<file path="src/hdl/sld_defs.svh">
`ifndef SLD_DEFS_SVH
`define SLD_DEFS_SVH

// device register offsets
`define SLD_A_RATE    8'h02
`define SLD_A_CHCTL   8'h04
`define SLD_A_DCTL    8'h09
`define SLD_A_RESA    8'h0C
`define SLD_A_RESB    8'h0D
`define SLD_A_CHREP   8'h0F
// per-channel load threshold registers 0x10..0x13
`define SLD_A_THR_HI  6'h04

// two-bit channel state codes
`define SLD_ST_PLAY   2'h0
`define SLD_ST_HIZ    2'h1
`define SLD_ST_MUTE   2'h2
`define SLD_ST_DIAG   2'h3
`define SLD_ALL_HIZ   8'h55
`define SLD_ALL_DIAG  8'hFF

// diagnostic control fields
`define SLD_DCTL_BYP_M 8'h01
`define SLD_DCTL_BUF   2:1
`define SLD_DCTL_RAMP  4:3
`define SLD_DCTL_SETL  6:5
`define SLD_DCTL_RST   8'h2A
`define SLD_RATE_RST   8'h00
`define SLD_THR_RST    8'h20

// timing
`define SLD_CLK_HZ       40000000
`define SLD_TICK_MS      1
`define SLD_TICK_CYC     (`SLD_CLK_HZ / 1000 * `SLD_TICK_MS)
`define SLD_PREHIZ_MS    5
`define SLD_BUF_UNIT_MS  25
`define SLD_SHORT_MS     50
`define SLD_RAMP_UNIT_MS 10
`define SLD_SETL_UNIT_MS 25
`define SLD_RETRY_MS     1000
`define SLD_SYNC_HZ      2000000
`define SLD_SYNC_HALF    (`SLD_CLK_HZ / (2 * `SLD_SYNC_HZ))

// host controller word registers and fields
`define SLD_H_CMD   2'h0
`define SLD_H_STAT  2'h1
`define SLD_H_CTRL  2'h2
`define SLD_C_STBY  0
`define SLD_C_SYNC  1
`define SLD_C_BYPW  2
`define SLD_C_GO    3
`define SLD_STEP_POLL 3'h3
`define SLD_STEP_RESA 3'h4
`define SLD_STEP_LAST 3'h5

`endif

</file>
<file path="src/hdl/sld_pkg.sv">
`default_nettype none
package sld_pkg;
	typedef enum logic [8:0] {
		SEQ_IDLE   = 9'h001,
		SEQ_PREHIZ = 9'h002,
		SEQ_BUF1   = 9'h004,
		SEQ_SHORT  = 9'h008,
		SEQ_BUF2   = 9'h010,
		SEQ_RUP    = 9'h020,
		SEQ_SETTLE = 9'h040,
		SEQ_RDN    = 9'h080,
		SEQ_DONE   = 9'h100
	} sld_seq_t;
	typedef enum logic [3:0] {
		H_IDLE = 4'h1,
		H_ONE  = 4'h2,
		H_WAKE = 4'h4,
		H_DIAG = 4'h8
	} sld_hst_t;
endpackage : sld_pkg
`default_nettype wire

</file>
<file path="src/hdl/sld_link_if.sv">
`timescale 1ns/10ps
`default_nettype none
interface sld_link_if;
	logic [7:0] addr;
	logic [7:0] wdata;
	logic [7:0] rdata;
	logic       wr;
	logic       rd;
	logic       ack;
	logic       standby;
	logic       sync_clk;
	modport dev  (input addr, input wdata, input wr, input rd, input standby, input sync_clk,
		output rdata, output ack);
	modport host (output addr, output wdata, output wr, output rd, output standby, output sync_clk,
		input rdata, input ack);
endinterface : sld_link_if
`default_nettype wire

</file>
<file path="src/hdl/sld_dev.sv">
// The Avalon-MM register port was left to the implementer.
`timescale 1ns/10ps
`default_nettype none
`include "sld_defs.svh"
// Summary of operation
// - diagnostics enabled at reset, bypass bit skips
// - leaving high impedance launches diagnostics first
// - host starts diagnostics per channel or all
// - playing channel goes high impedance before testing
// - sequencer timed by internal oscillator only
// - results readable separately per channel
// - four tests: supply, ground, open, shorted
// - supply short also flags battery short
// - own shorted-load threshold per channel
// - impedance above open limit flags open
// - faults retested before report, longer pass
// - buffer delay before both test pairs
// - ramp up, settle-time measurement, then ramp down
// - standby rising with supply runs auto diagnostics
// - faulty auto pass retried about every second
// - channel fault triggers automatic diagnostic run
// - host sets bypass before raising standby
// - all-hiz code places all channels hiz
// - all-ones code enters diagnostics on all
// - report shows all-ones until done, then hiz
// - results stored in two result registers
// - host runs sync clock outside high impedance
module sld_dev #(
	parameter int         TICK_CYC   = `SLD_TICK_CYC,
	parameter logic [7:0] OPEN_LIMIT = 8'hC0
) (
	input  wire logic        sys_clk,
	input  wire logic        rst,
	sld_link_if.dev          lnk,
	input  wire logic        logic_supply_ok,
	input  wire logic [3:0]  chan_fault,
	input  wire logic [3:0]  meas_supply_short,
	input  wire logic [3:0]  meas_battery_short,
	input  wire logic [3:0]  meas_ground_short,
	input  wire logic [31:0] meas_load,
	output logic      [7:0]  ch_state,
	output logic      [3:0]  ramp_en,
	output logic      [3:0]  test_en
);
	if (TICK_CYC < 2 || TICK_CYC > 65535) begin : g_chk
		$error("TICK_CYC out of range");
	end
	localparam logic [15:0] TICK_LAST = 16'(TICK_CYC - 1);

	sld_pkg::sld_seq_t seq_r;
	sld_pkg::sld_seq_t seq_nxt;
	logic [15:0] pre_r;
	logic        tick_r;
	logic [10:0] cnt_r;
	logic [10:0] retry_r;
	logic        retry_on_r;
	logic [7:0]  rate_r;
	logic [7:0]  dctl_r;
	logic [7:0]  chctl_r;
	logic [7:0]  resa_r;
	logic [7:0]  resb_r;
	logic [7:0]  thr_r [4];
	logic [7:0]  st_r;
	logic [7:0]  tgt_r;
	logic [7:0]  wr_tgt;
	logic [7:0]  first_r;
	logic [7:0]  flt_s_r;
	logic [7:0]  flt_l_r;
	logic [7:0]  short_m;
	logic [7:0]  load_m;
	logic [7:0]  rd_mux;
	logic [7:0]  rdata_r;
	logic [3:0]  pend_r;
	logic [3:0]  sel_r;
	logic [3:0]  drv_r;
	logic [3:0]  new_pend;
	logic [3:0]  wr_dir;
	logic [3:0]  open_now;
	logic [3:0]  thin_now;
	logic [3:0]  fault_ch;
	logic [3:0]  ramp_r;
	logic [3:0]  test_r;
	logic        auto_pend_r;
	logic        auto_run_r;
	logic        rt_r;
	logic        stby_q_r;
	logic        ack_r;
	logic        wr_go;
	logic        byp;
	logic        take;
	logic        ph_end;
	logic        reload;
	logic        auto_req;
	logic        retry_fire;

	function automatic logic [10:0] ph_len(input sld_pkg::sld_seq_t s, input logic [7:0] c);
		// one tick is one millisecond
		case (s)
			sld_pkg::SEQ_PREHIZ: ph_len = 11'(`SLD_PREHIZ_MS - 1);
			sld_pkg::SEQ_BUF1,
			sld_pkg::SEQ_BUF2:   ph_len = 11'((int'(c[`SLD_DCTL_BUF]) + 1) * `SLD_BUF_UNIT_MS - 1);
			sld_pkg::SEQ_SHORT:  ph_len = 11'(`SLD_SHORT_MS - 1);
			sld_pkg::SEQ_RUP,
			sld_pkg::SEQ_RDN:    ph_len = 11'((int'(c[`SLD_DCTL_RAMP]) + 1) * `SLD_RAMP_UNIT_MS - 1);
			sld_pkg::SEQ_SETTLE: ph_len = 11'((int'(c[`SLD_DCTL_SETL]) + 1) * `SLD_SETL_UNIT_MS - 1);
			default:             ph_len = 11'h000;
		endcase
	endfunction : ph_len

	assign wr_go      = lnk.wr && !ack_r;
	assign byp        = |(dctl_r & `SLD_DCTL_BYP_M);
	assign take       = (seq_r == sld_pkg::SEQ_IDLE) && (|pend_r);
	assign ph_end     = tick_r && (cnt_r == 11'h000);
	assign retry_fire = retry_on_r && tick_r && (retry_r == 11'h000);
	assign short_m    = {meas_ground_short, meas_supply_short | meas_battery_short} & {sel_r, sel_r};
	assign load_m     = {thin_now, open_now} & {sel_r, sel_r};
	assign fault_ch   = sel_r & (flt_s_r[3:0] | flt_s_r[7:4] | flt_l_r[3:0] | flt_l_r[7:4]);
	assign lnk.ack    = ack_r;
	assign lnk.rdata  = rdata_r;
	assign ch_state   = st_r;
	assign ramp_en    = ramp_r;
	assign test_en    = test_r;

	// the internal oscillator alone paces the tests; the sync pin is never used here
	always_ff @(posedge sys_clk or posedge rst) begin
		if (rst) begin
			pre_r  <= 16'h0000;
			tick_r <= 1'b0;
		end else begin
			tick_r <= (pre_r == TICK_LAST);
			pre_r  <= (pre_r == TICK_LAST) ? 16'h0000 : pre_r + 16'h0001;
		end
	end

	always_comb begin
		if (lnk.addr == `SLD_A_RATE) rd_mux = rate_r;
		else if (lnk.addr == `SLD_A_CHCTL) rd_mux = chctl_r;
		else if (lnk.addr == `SLD_A_DCTL) rd_mux = dctl_r;
		else if (lnk.addr == `SLD_A_RESA) rd_mux = resa_r;
		else if (lnk.addr == `SLD_A_RESB) rd_mux = resb_r;
		else if (lnk.addr == `SLD_A_CHREP) rd_mux = st_r;
		else if (lnk.addr[7:2] == `SLD_A_THR_HI) rd_mux = thr_r[lnk.addr[1:0]];
		else rd_mux = 8'h00;
	end

	always_ff @(posedge sys_clk or posedge rst) begin
		if (rst) begin
			ack_r   <= 1'b0;
			rdata_r <= 8'h00;
		end else begin
			ack_r <= (lnk.wr || lnk.rd) && !ack_r;
			if (lnk.rd && !ack_r)
				rdata_r <= rd_mux;
		end
	end

	always_ff @(posedge sys_clk or posedge rst) begin
		if (rst) begin
			rate_r  <= `SLD_RATE_RST;
			chctl_r <= `SLD_ALL_HIZ;
			dctl_r  <= `SLD_DCTL_RST;
			for (int i = 0; i < 4; i++)
				thr_r[i] <= `SLD_THR_RST;
		end else if (wr_go) begin
			if (lnk.addr == `SLD_A_RATE) rate_r <= lnk.wdata;
			else if (lnk.addr == `SLD_A_CHCTL) chctl_r <= lnk.wdata;
			else if (lnk.addr == `SLD_A_DCTL) dctl_r <= lnk.wdata;
			else if (lnk.addr[7:2] == `SLD_A_THR_HI) thr_r[lnk.addr[1:0]] <= lnk.wdata;
		end
	end

	always_comb begin
		auto_req = ((lnk.standby && !stby_q_r && logic_supply_ok)
			|| (|chan_fault)
			|| retry_fire) && !byp;
		new_pend = 4'h0;
		wr_dir   = 4'h0;
		wr_tgt   = tgt_r;
		for (int i = 0; i < 4; i++) begin
			open_now[i] = meas_load[8*i +: 8] > OPEN_LIMIT;
			thin_now[i] = meas_load[8*i +: 8] < thr_r[i];
			if (st_r[2*i +: 2] != `SLD_ST_DIAG) begin
				if (auto_req) begin
					new_pend[i]      = 1'b1;
					wr_tgt[2*i +: 2] = `SLD_ST_HIZ;
				end else if (wr_go && lnk.addr == `SLD_A_CHCTL) begin
					if (lnk.wdata[2*i +: 2] == `SLD_ST_DIAG) begin
						new_pend[i]      = 1'b1;
						wr_tgt[2*i +: 2] = `SLD_ST_HIZ;
					end else if (lnk.wdata[2*i +: 2] != `SLD_ST_HIZ
						&& st_r[2*i +: 2] == `SLD_ST_HIZ && !byp) begin
						new_pend[i]      = 1'b1;
						wr_tgt[2*i +: 2] = lnk.wdata[2*i +: 2];
					end else begin
						wr_dir[i] = 1'b1;
					end
				end
			end
		end
	end

	always_ff @(posedge sys_clk or posedge rst) begin
		if (rst) begin
			st_r        <= `SLD_ALL_HIZ;
			tgt_r       <= `SLD_ALL_HIZ;
			drv_r       <= 4'h0;
			pend_r      <= 4'h0;
			auto_pend_r <= 1'b0;
			stby_q_r    <= 1'b0;
		end else begin
			stby_q_r    <= lnk.standby;
			tgt_r       <= wr_tgt;
			pend_r      <= (take ? 4'h0 : pend_r) | new_pend;
			auto_pend_r <= (take ? 1'b0 : auto_pend_r) | (auto_req && (|new_pend));
			for (int i = 0; i < 4; i++) begin
				if (new_pend[i]) begin
					st_r[2*i +: 2] <= `SLD_ST_DIAG;
					drv_r[i]       <= !st_r[2*i];
				end else if (wr_dir[i]) begin
					st_r[2*i +: 2] <= lnk.wdata[2*i +: 2];
				end else if (seq_r == sld_pkg::SEQ_DONE && sel_r[i]) begin
					// a failing channel never proceeds to mute or play
					st_r[2*i +: 2] <= fault_ch[i] ? `SLD_ST_HIZ : tgt_r[2*i +: 2];
				end
			end
		end
	end

	always_comb begin
		seq_nxt = seq_r;
		reload  = 1'b0;
		case (seq_r)
			sld_pkg::SEQ_IDLE: begin
				if (|pend_r)
					seq_nxt = (|(pend_r & drv_r)) ? sld_pkg::SEQ_PREHIZ : sld_pkg::SEQ_BUF1;
			end
			sld_pkg::SEQ_PREHIZ: if (ph_end) seq_nxt = sld_pkg::SEQ_BUF1;
			sld_pkg::SEQ_BUF1:   if (ph_end) seq_nxt = sld_pkg::SEQ_SHORT;
			sld_pkg::SEQ_SHORT: begin
				if (ph_end && !rt_r && (|short_m)) reload = 1'b1;
				else if (ph_end) seq_nxt = sld_pkg::SEQ_BUF2;
			end
			sld_pkg::SEQ_BUF2:   if (ph_end) seq_nxt = sld_pkg::SEQ_RUP;
			sld_pkg::SEQ_RUP:    if (ph_end) seq_nxt = sld_pkg::SEQ_SETTLE;
			sld_pkg::SEQ_SETTLE: begin
				if (ph_end && !rt_r && (|load_m)) reload = 1'b1;
				else if (ph_end) seq_nxt = sld_pkg::SEQ_RDN;
			end
			sld_pkg::SEQ_RDN:    if (ph_end) seq_nxt = sld_pkg::SEQ_DONE;
			default:             seq_nxt = sld_pkg::SEQ_IDLE;
		endcase
	end

	always_ff @(posedge sys_clk or posedge rst) begin
		if (rst) begin
			seq_r <= sld_pkg::SEQ_IDLE;
			cnt_r <= 11'h000;
		end else begin
			seq_r <= seq_nxt;
			if (seq_nxt != seq_r || reload)
				cnt_r <= ph_len(seq_nxt, dctl_r);
			else if (tick_r && cnt_r != 11'h000)
				cnt_r <= cnt_r - 11'h001;
		end
	end

	// a fault is reported only if both the first sample and the retest see it
	always_ff @(posedge sys_clk or posedge rst) begin
		if (rst) begin
			sel_r      <= 4'h0;
			auto_run_r <= 1'b0;
			rt_r       <= 1'b0;
			first_r    <= 8'h00;
			flt_s_r    <= 8'h00;
			flt_l_r    <= 8'h00;
		end else if (take) begin
			sel_r      <= pend_r;
			auto_run_r <= auto_pend_r;
			rt_r       <= 1'b0;
			flt_s_r    <= 8'h00;
			flt_l_r    <= 8'h00;
		end else if (ph_end && (seq_r == sld_pkg::SEQ_SHORT || seq_r == sld_pkg::SEQ_SETTLE)) begin
			if (!rt_r && (|((seq_r == sld_pkg::SEQ_SHORT) ? short_m : load_m))) begin
				rt_r    <= 1'b1;
				first_r <= (seq_r == sld_pkg::SEQ_SHORT) ? short_m : load_m;
			end else if (seq_r == sld_pkg::SEQ_SHORT) begin
				rt_r    <= 1'b0;
				flt_s_r <= rt_r ? (first_r & short_m) : short_m;
			end else begin
				rt_r    <= 1'b0;
				flt_l_r <= rt_r ? (first_r & load_m) : load_m;
			end
		end
	end

	always_ff @(posedge sys_clk or posedge rst) begin
		if (rst) begin
			resa_r <= 8'h00;
			resb_r <= 8'h00;
		end else if (seq_r == sld_pkg::SEQ_DONE) begin
			resa_r <= (resa_r & ~{sel_r, sel_r}) | flt_s_r;
			resb_r <= (resb_r & ~{sel_r, sel_r}) | flt_l_r;
		end
	end

	always_ff @(posedge sys_clk or posedge rst) begin
		if (rst) begin
			retry_on_r <= 1'b0;
			retry_r    <= 11'h000;
		end else if (!lnk.standby || byp) begin
			retry_on_r <= 1'b0;
		end else if (seq_r == sld_pkg::SEQ_DONE && auto_run_r && (|fault_ch)) begin
			retry_on_r <= 1'b1;
			retry_r    <= 11'(`SLD_RETRY_MS - 1);
		end else if (retry_on_r && tick_r) begin
			if (retry_r == 11'h000)
				retry_on_r <= 1'b0;
			else
				retry_r <= retry_r - 11'h001;
		end
	end

	always_ff @(posedge sys_clk or posedge rst) begin
		if (rst) begin
			ramp_r <= 4'h0;
			test_r <= 4'h0;
		end else begin
			ramp_r <= (seq_r == sld_pkg::SEQ_RUP || seq_r == sld_pkg::SEQ_RDN) ? sel_r : 4'h0;
			test_r <= (seq_r == sld_pkg::SEQ_SHORT || seq_r == sld_pkg::SEQ_SETTLE) ? sel_r : 4'h0;
		end
	end
endmodule : sld_dev
`default_nettype wire

</file>
<file path="src/flat_wrapper.sv">
// flat-port wrapper written by rule: the top's interface ports become plain ports
module sld_dev_flat 
#(
	parameter int         TICK_CYC   = `SLD_TICK_CYC,
	parameter logic [7:0] OPEN_LIMIT = 8'hC0
)
  (sys_clk, rst, logic_supply_ok, chan_fault, meas_supply_short, meas_battery_short, meas_ground_short, meas_load, ch_state, ramp_en, test_en, lnk_addr, lnk_wdata, lnk_wr, lnk_rd, lnk_standby, lnk_sync_clk, lnk_rdata, lnk_ack);
  sld_link_if lnk_i ();
  input  wire logic sys_clk;
  input  wire logic rst;
  input  wire logic logic_supply_ok;
  input  wire logic [3:0] chan_fault;
  input  wire logic [3:0] meas_supply_short;
  input  wire logic [3:0] meas_battery_short;
  input  wire logic [3:0] meas_ground_short;
  input  wire logic [31:0] meas_load;
  output logic      [7:0] ch_state;
  output logic      [3:0] ramp_en;
  output logic      [3:0] test_en;
  input wire logic [$bits(lnk_i.addr)-1:0] lnk_addr;
  input wire logic [$bits(lnk_i.wdata)-1:0] lnk_wdata;
  input wire logic [$bits(lnk_i.wr)-1:0] lnk_wr;
  input wire logic [$bits(lnk_i.rd)-1:0] lnk_rd;
  input wire logic [$bits(lnk_i.standby)-1:0] lnk_standby;
  input wire logic [$bits(lnk_i.sync_clk)-1:0] lnk_sync_clk;
  output wire logic [$bits(lnk_i.rdata)-1:0] lnk_rdata;
  output wire logic [$bits(lnk_i.ack)-1:0] lnk_ack;
  assign lnk_i.addr = lnk_addr;
  assign lnk_i.wdata = lnk_wdata;
  assign lnk_i.wr = lnk_wr;
  assign lnk_i.rd = lnk_rd;
  assign lnk_i.standby = lnk_standby;
  assign lnk_i.sync_clk = lnk_sync_clk;
  assign lnk_rdata = lnk_i.rdata;
  assign lnk_ack = lnk_i.ack;
  sld_dev #(.TICK_CYC(TICK_CYC), .OPEN_LIMIT(OPEN_LIMIT)) u_core (.sys_clk(sys_clk), .rst(rst), .lnk(lnk_i), .logic_supply_ok(logic_supply_ok), .chan_fault(chan_fault), .meas_supply_short(meas_supply_short), .meas_battery_short(meas_battery_short), .meas_ground_short(meas_ground_short), .meas_load(meas_load), .ch_state(ch_state), .ramp_en(ramp_en), .test_en(test_en));
endmodule
</file>
<file path="config.mk">
export PLATFORM = sky130hd
export DESIGN_NAME = sld_dev_flat
export DESIGN_NICKNAME = d
export VERILOG_FILES = /design/src/hdl/sld_pkg.sv /design/src/hdl/sld_link_if.sv /design/src/hdl/sld_dev.sv /design/src/flat_wrapper.sv
export VERILOG_INCLUDE_DIRS = /design/src /design/src/hdl
export SDC_FILE = /design/constraint.sdc
export NUM_CORES = 1
export LEC_CHECK = 0
export ABC_AREA = 1
export BUFFER_PORTS_ARGS = -buffer_cell sky130_fd_sc_hd__buf_2
export CAP_MARGIN = 0
export CORE_UTILIZATION = 50
export CTS_CLUSTER_SIZE = 40
export DETAILED_ROUTE_END_ITERATION = 8
export MAX_ROUTING_LAYER = met4
export PLACE_DENSITY_LB_ADDON = 0.08
export SETUP_SLACK_MARGIN = 0.2
export SLEW_MARGIN = 40
export SYNTH_ARGS = -nofsm -noshare
export SYNTH_HDL_FRONTEND = slang
export SYNTH_SLANG_ARGS = --single-unit
export TNS_END_PERCENT = 100
</file>
<file path="constraint.sdc">
create_clock -name sys_clk -period 16.25 [get_ports sys_clk]
set_input_delay 0.8125 -clock sys_clk [delete_from_list [all_inputs] [get_ports sys_clk]]
set_output_delay 0.8125 -clock sys_clk [all_outputs]
set_load 0.01 [all_outputs]
</file>
Yosys cells after proc, flatten, opt, wreduce, memory -nomap -nowiden --
Index checks and enable logic that the tools add are counted.
Storage, ports and cells: bits in latches 0, input port bits 71, bits in registers 194, memory bits (writable) 0, bits in read-only memories 0, logic and storage cells 348, memories kept 0
Cells by class: shift-type cells 0, magnitude comparators 10, divide/modulo/power cells 0, equal/unequal tests 44, multiplexer cells 129, bitwise gates (word level) 23, reduce and logical (&&, ||, !) cells 90, add/sub/neg operators 9, multiply operators 3
Operators with widths (count):
- 2-to-1 mux 8 bit | 21
- 2-to-1 mux 9 bit | 10
- case mux 9 bit (8 select lines) | 1
- multiplier 32 x 6 -> 11 bit (second input constant) | 2
- 2-to-1 mux 2 bit | 32
- 2-to-1 mux 11 bit | 5
- case mux 11 bit (5 select lines) | 1
- 2-to-1 mux 1 bit | 50
- bitwise AND 8 bit | 6
- logical AND 1 bit | 33
- subtractor 11 x 2 -> 11 bit (second input constant) | 3
- bitwise mux 32 bit | 1
- == test 8 x 4 -> 1 bit (second input constant) | 4
- greater-than comparator 8 bit (second input constant) | 4
- less-than comparator 8 bit | 4
- multiplier 32 x 4 -> 10 bit (second input constant) | 1
- nonzero test 3 bit | 10
- AND reduction 3 bit | 9
- OR reduction 8 bit | 3
- logical NOT 11 bit | 2
- subtractor 11 x 1 -> 11 bit (second input constant) | 2
- OR 4 bit | 5
- OR reduction 4 bit | 5
- == test 9 x 2 -> 1 bit (second input constant) | 2
- 41 further kinds | 92

Depth between registers and ports, before layout --
depth after elaboration 11, gate-level depth with buffers 21

Least setup slack after synthesis --
No wires, ideal clock.
path type input to register, start point input meas_load[15], end point register u_core.cnt_r[4], required time 16134 ps, arrival time 2591 ps, slack 13543 ps, cell stages on the path 20, cell sequence ha_1 -> nand2_1 -> nand2_1 -> nor2_1 -> nand2_1 -> a21oi_1 -> nand2_1 -> nand2_1 -> nor2_1 -> nand2_1 -> nand2_1 -> nand2_1 -> nand2_1 -> a21oi_4 -> nand4_2 -> buf_6 -> nand2_1 -> nand2_1 -> nand2_1 -> nand2_1
Between the ends: longest elaborated chain between the ends 10
Ends and longest elaborated chain:
- start, declared | line flat_wrapper.sv:16 | input wire logic [31:0] meas_load;
- greater-than comparator 8 bit or less-than comparator 8 bit (tied branches) | line sld_dev.sv:180, sld_dev.sv:181
- bitwise AND 8 bit * | line sld_dev.sv:116 | assign load_m = {thin_now, open_now} & {sel_r, sel_r};
- OR reduction 8 bit * | line sld_dev.sv:246 | if (ph_end && !rt_r && (|load_m)) reload = 1'b1;
- logical AND 1 bit * | line sld_dev.sv:246
- 2-to-1 mux 9 bit | line sld_dev.sv:246
- case mux 9 bit (8 select lines) | line sld_dev.sv:232 | case (seq_r)
- == test 9 x 6 -> 1 bit (tied with other cells) | line sld_dev.sv:98 | case (s)
- OR reduction 2 bit | line sld_dev.sv:98
- case mux 11 bit (5 select lines) | line sld_dev.sv:98
- 2-to-1 mux 11 bit | line sld_dev.sv:260 | if (seq_nxt != seq_r || reload)
- end signal, assigned | line sld_dev.sv:261 | cnt_r <= ph_len(seq_nxt, dctl_r);
- end signal, assigned | line sld_dev.sv:263 | cnt_r <= cnt_r - 11'h001;
- end, declared | line sld_dev.sv:54 | logic [10:0] cnt_r;
Every way passes the cells marked *; elsewhere a longest branch is shown, timed or not. A chain may end at the register's enable or synchronous reset.

Worst setup path after layout --
start point register u_core.seq_r[7], end point register u_core.cnt_r[8]
Between the ends: longest elaborated chain between the ends 7
Ends and longest elaborated chain:
- start, declared | line sld_dev.sv:50 | sld_pkg::sld_seq_t seq_r;
- start signal, assigned | line sld_dev.sv:256 | seq_r <= sld_pkg::SEQ_IDLE;
- start signal, assigned | line sld_dev.sv:259 | seq_r <= seq_nxt;
- branches (longest 7 deep; another with case mux 11 bit (5 select lines))
Several ways; the timed one is not identified.

==> reports/results.tsv <==
stage	metric	value	unit
detailed_routing	Vias per Instance	5.47	
pwr	PwrDens	79.0	nW/um2
pwr	P_leak	6.17	nW
synthesis	yosys warns	0	
timing	min Tclk post-route	3370	ps
floorplan	CORE AREA	22100	um2
job	max cap viols	0	
grt	initial antenna violation count	0	
timing	Tcrit/Tclk final	0.208	
placement	GP Congestion	0.928	
clocking	Clk pin slew, worst setup/hold paths	80	ps
timing	unrepaired setup endpoints after global routing	no	
timing	Max Clock Freq	0.296	GHz
grt	GRT overflow	0	
setup_path	R2R depth	14	
placement	number of port buffers	94	
synthesis	syn_nets	1598	
outcome	outcome	finished clean	
floorplan	die width	153	um
floorplan	Initial Util	0.516	
detailed_routing	violation count after the first detailed-routing iteration	696	
clocking	TritonCTS buffer count	17	
layout	layout cell share with drive strength beyond 1	0.132	
clocking	Max clock buf depth	2	
floorplan	die area	23400	um2
grt	All-Layer GR Usage	0.288	
setup_path	Critical Path Source	u_core.seq_r[7]$_DFF_PP0_	
setup_path	critical-path maximum fanout	22	
synthesis	gate count of the mapped netlist	1475	
synthesis	Mapped Area	11400	um2
floorplan	std cell rows	54	
clocking	CTS tree	built	
clocking	clk sinks	194	
setup_path	CP endpoint kind	flip-flop	
synthesis	Avg Cell Area, Syn	7.72	um2
setup_path	Crit path required time	16640	ps
floorplan	I/O pins	96	
synthesis	Post-synth top cells	334 x nand2_1, 216 x inv_1, 174 x dfrtp_1	
setup_path	setup slack, reg-to-reg	12880	ps
clocking	Post-CTS Resized	0	
pwr	Peak supply drop	0.0000661	V
clocking	Post CTS Setup Buffer Count	0	
setup_path	worst reg2reg path startpoint	u_core.seq_r[7]$_DFF_PP0_	
detailed_routing	routed via count	10169	
synthesis	async set-reset flop share out of synthesis	1.00	
floorplan	die height	153	um
grt	largest net degree at the start of global routing	114	
timing	slew margin rel.	0.487	
synthesis	synth top area cells	dfrtp_1 38%, nand2_1 11%, o21ai_0 7.6%	
placement	Final HPWL DP	23.6	mm
setup_path	startpoint types	flip-flop	
worst_hold_path	Hold Path Class	in2async	
layout	nets	1688	
synthesis	area leader, netlist	dfrtp_1	
setup_path	FF-to-FF End	u_core.cnt_r[8]$_DFFE_PP0P_	
layout	synthesis-to-finish area growth	11.7	%
placement	number of placed cells counting well taps	1825	
pwr	Power, Total	0.00101	W
timing	skew final	15.6	ps
grt	vias in the first global route	9571	
grt	first-pass GRT wire length	50.9	mm
timing	smallest hold slack	406	ps
detailed_routing	final WL	31.4	mm
timing	post-route setup TNS	0	ps
layout	Diodes inserted	0	
detailed_routing	Routed Antenna Nets	0	
synthesis	count leader, synth	nand2_1	
detailed_routing	TritonRoute pass-1 iters	5	
timing	Slew @ Worst Pin	768	ps
synthesis	count of cell types in the netlist	57	
timing	fin. max-slew vios	0	
setup_path	Worst Setup EP	u_core.cnt_r[8]$_DFFE_PP0P_	
timing	final setup vio count	0	
synthesis	sequential cell area fraction in the yosys report	0.428	
setup_path	CP Class	reg2reg	
detailed_routing	drt wl/cell	16.9	um
timing	final-report hold violation count	0	
synthesis	top cell type's share of synthesized area	0.382	
clocking	# hold bufs at CTS	0	
layout	Final Non-Filler Cells	1858	
detailed_routing	# DRC	0	
clocking	worst-skew pair later-pin latency	450	ps
synthesis	Seq cells post-synth	194	
clocking	CTS root buf	clkbuf_16	
clocking	CTS H-tree lvls	4	
synthesis	top_reg_cell synth	dfrtp_1	
setup_path	Arr. time, crit path	3760	ps
synthesis	Post-synth EDFFs	0	
==> layout make-up <==
class,instances,area (um2)
clock buffers,18,429
clock inverters,14,155
fillers,2083,9380
inverters,227,870
multi-input cells,1028,5520
flip-flops and latches,194,4880
well taps,280,350
repair buffers,97,517
==> worst max-delay path, stage by stage, from the launching register on <==
cell     delay, ps
dfrtp_1        480
nor2_4          80
nand2_4        100
inv_4           70
nand2_1        100
nor3_2          70
nand2_1        580
nor2_1         160
o21ai_0        430
inv_1           90
nor3_1         200
nand4_1        440
inv_1          350
nand2_1         90
nand2_1         70
==> per-stage QoR <==
stage / area (um2) / setup WS [ps] / util
final: 12700 / 12880 / 0.576
after global routing: 12700 / 12490 / 0.576
after CTS: 12700 / 12830 / 0.574
after detailed placement: 12100 / 12630 / 0.548
after global placement: 12100 / 12600 / 0.548
after floorplan: 11400 / 10190 / -
==> flip-flops by register name, summed over array words and instances, names as in the netlist, 8 cells and up <==
| register | count |
|---|---|
| u_core.cnt_r | 11 |
| u_core.flt_l_r | 8 |
| u_core.rate_r | 8 |
| u_core.pre_r | 16 |
| u_core.dctl_r | 8 |
| u_core.lnk.rdata | 8 |
| u_core.flt_s_r | 8 |
| u_core.first_r | 8 |
| u_core.seq_r | 9 |
| u_core.resa_r | 8 |
| u_core.ch_state | 8 |
| u_core.chctl_r | 8 |
| u_core.resb_r | 8 |
| u_core.tgt_r | 8 |
| u_core.thr_r | 32 |
| u_core.retry_r | 11 |
==> how the worst min path moves through the flow <==
stage | cells past startpoint | end | startpoint
2_1_floorplan | 1 | u_core.pre_r[0]$_DFF_PP0_ | u_core.pre_r[0]$_DFF_PP0_
3_3_place_gp | 1 | u_core.pre_r[15]$_DFF_PP0_ | u_core.pre_r[15]$_DFF_PP0_
3_5_place_dp | 1 | u_core.pre_r[0]$_DFF_PP0_ | u_core.pre_r[0]$_DFF_PP0_
4_1_cts | 1 | u_core.pre_r[0]$_DFF_PP0_ | u_core.pre_r[0]$_DFF_PP0_
5_1_grt | 2 | u_core.test_en[1]$_DFF_PP0_ | rst
6_report | 2 | u_core.test_en[1]$_DFF_PP0_ | rst
==> cells in the final DEF, fill, tap and decap left out, types with 8 or more instances in the layout <==
cell       instances
nand2_1          334
inv_1            215
dfrtp_1          174
o21ai_0          173
nor2_1           138
buf_2             94
nand3_1           79
ha_1              52
a21oi_1           43
nand4_1           27
dfstp_2           20
nor3_1            19
o22ai_1           19
clkbuf_16         17
xor2_1            16
o32ai_1           12
inv_2              9
nor2_2             9
nor2_4             8
nor4_1             8
o21ai_1            8
xnor2_1            8
==> kinds of logic after synthesis <==
kind of cell / Yosys count / share of synthesized area
buffers and inverters: 253 / 0.0872
multiplexers: 7 / 0.00692
AO/OA/AOI/OAI: 288 / 0.142
adder cells (fa/ha/maj): 52 / 0.0571
XOR/XNOR: 24 / 0.0185
AND/OR/NAND/NOR: 657 / 0.260
flip-flops: 194 / 0.428
==> metal layers <==
layer / track usage / wire length [um] / up-vias
met5: - / 0 / -
met4: 0.0726 / 590 / 0
met3: 0.0451 / 1790 / 36
met2: 0.452 / 14500 / 316
met1: 0.391 / 14500 / 4793
li1: - / - / 5024
==> power breakdown <==
part / total (W) / leakage (nW) / internal [W] / switching (W)
logic: 0.0000808 / 3.42 / 0.0000271 / 0.0000537
registers: 0.000500 / 2.47 / 0.000492 / 0.00000812
clock network: 0.000424 / 0.280 / 0.000207 / 0.000217
Note: power is estimated with default switching activity, not from simulation.
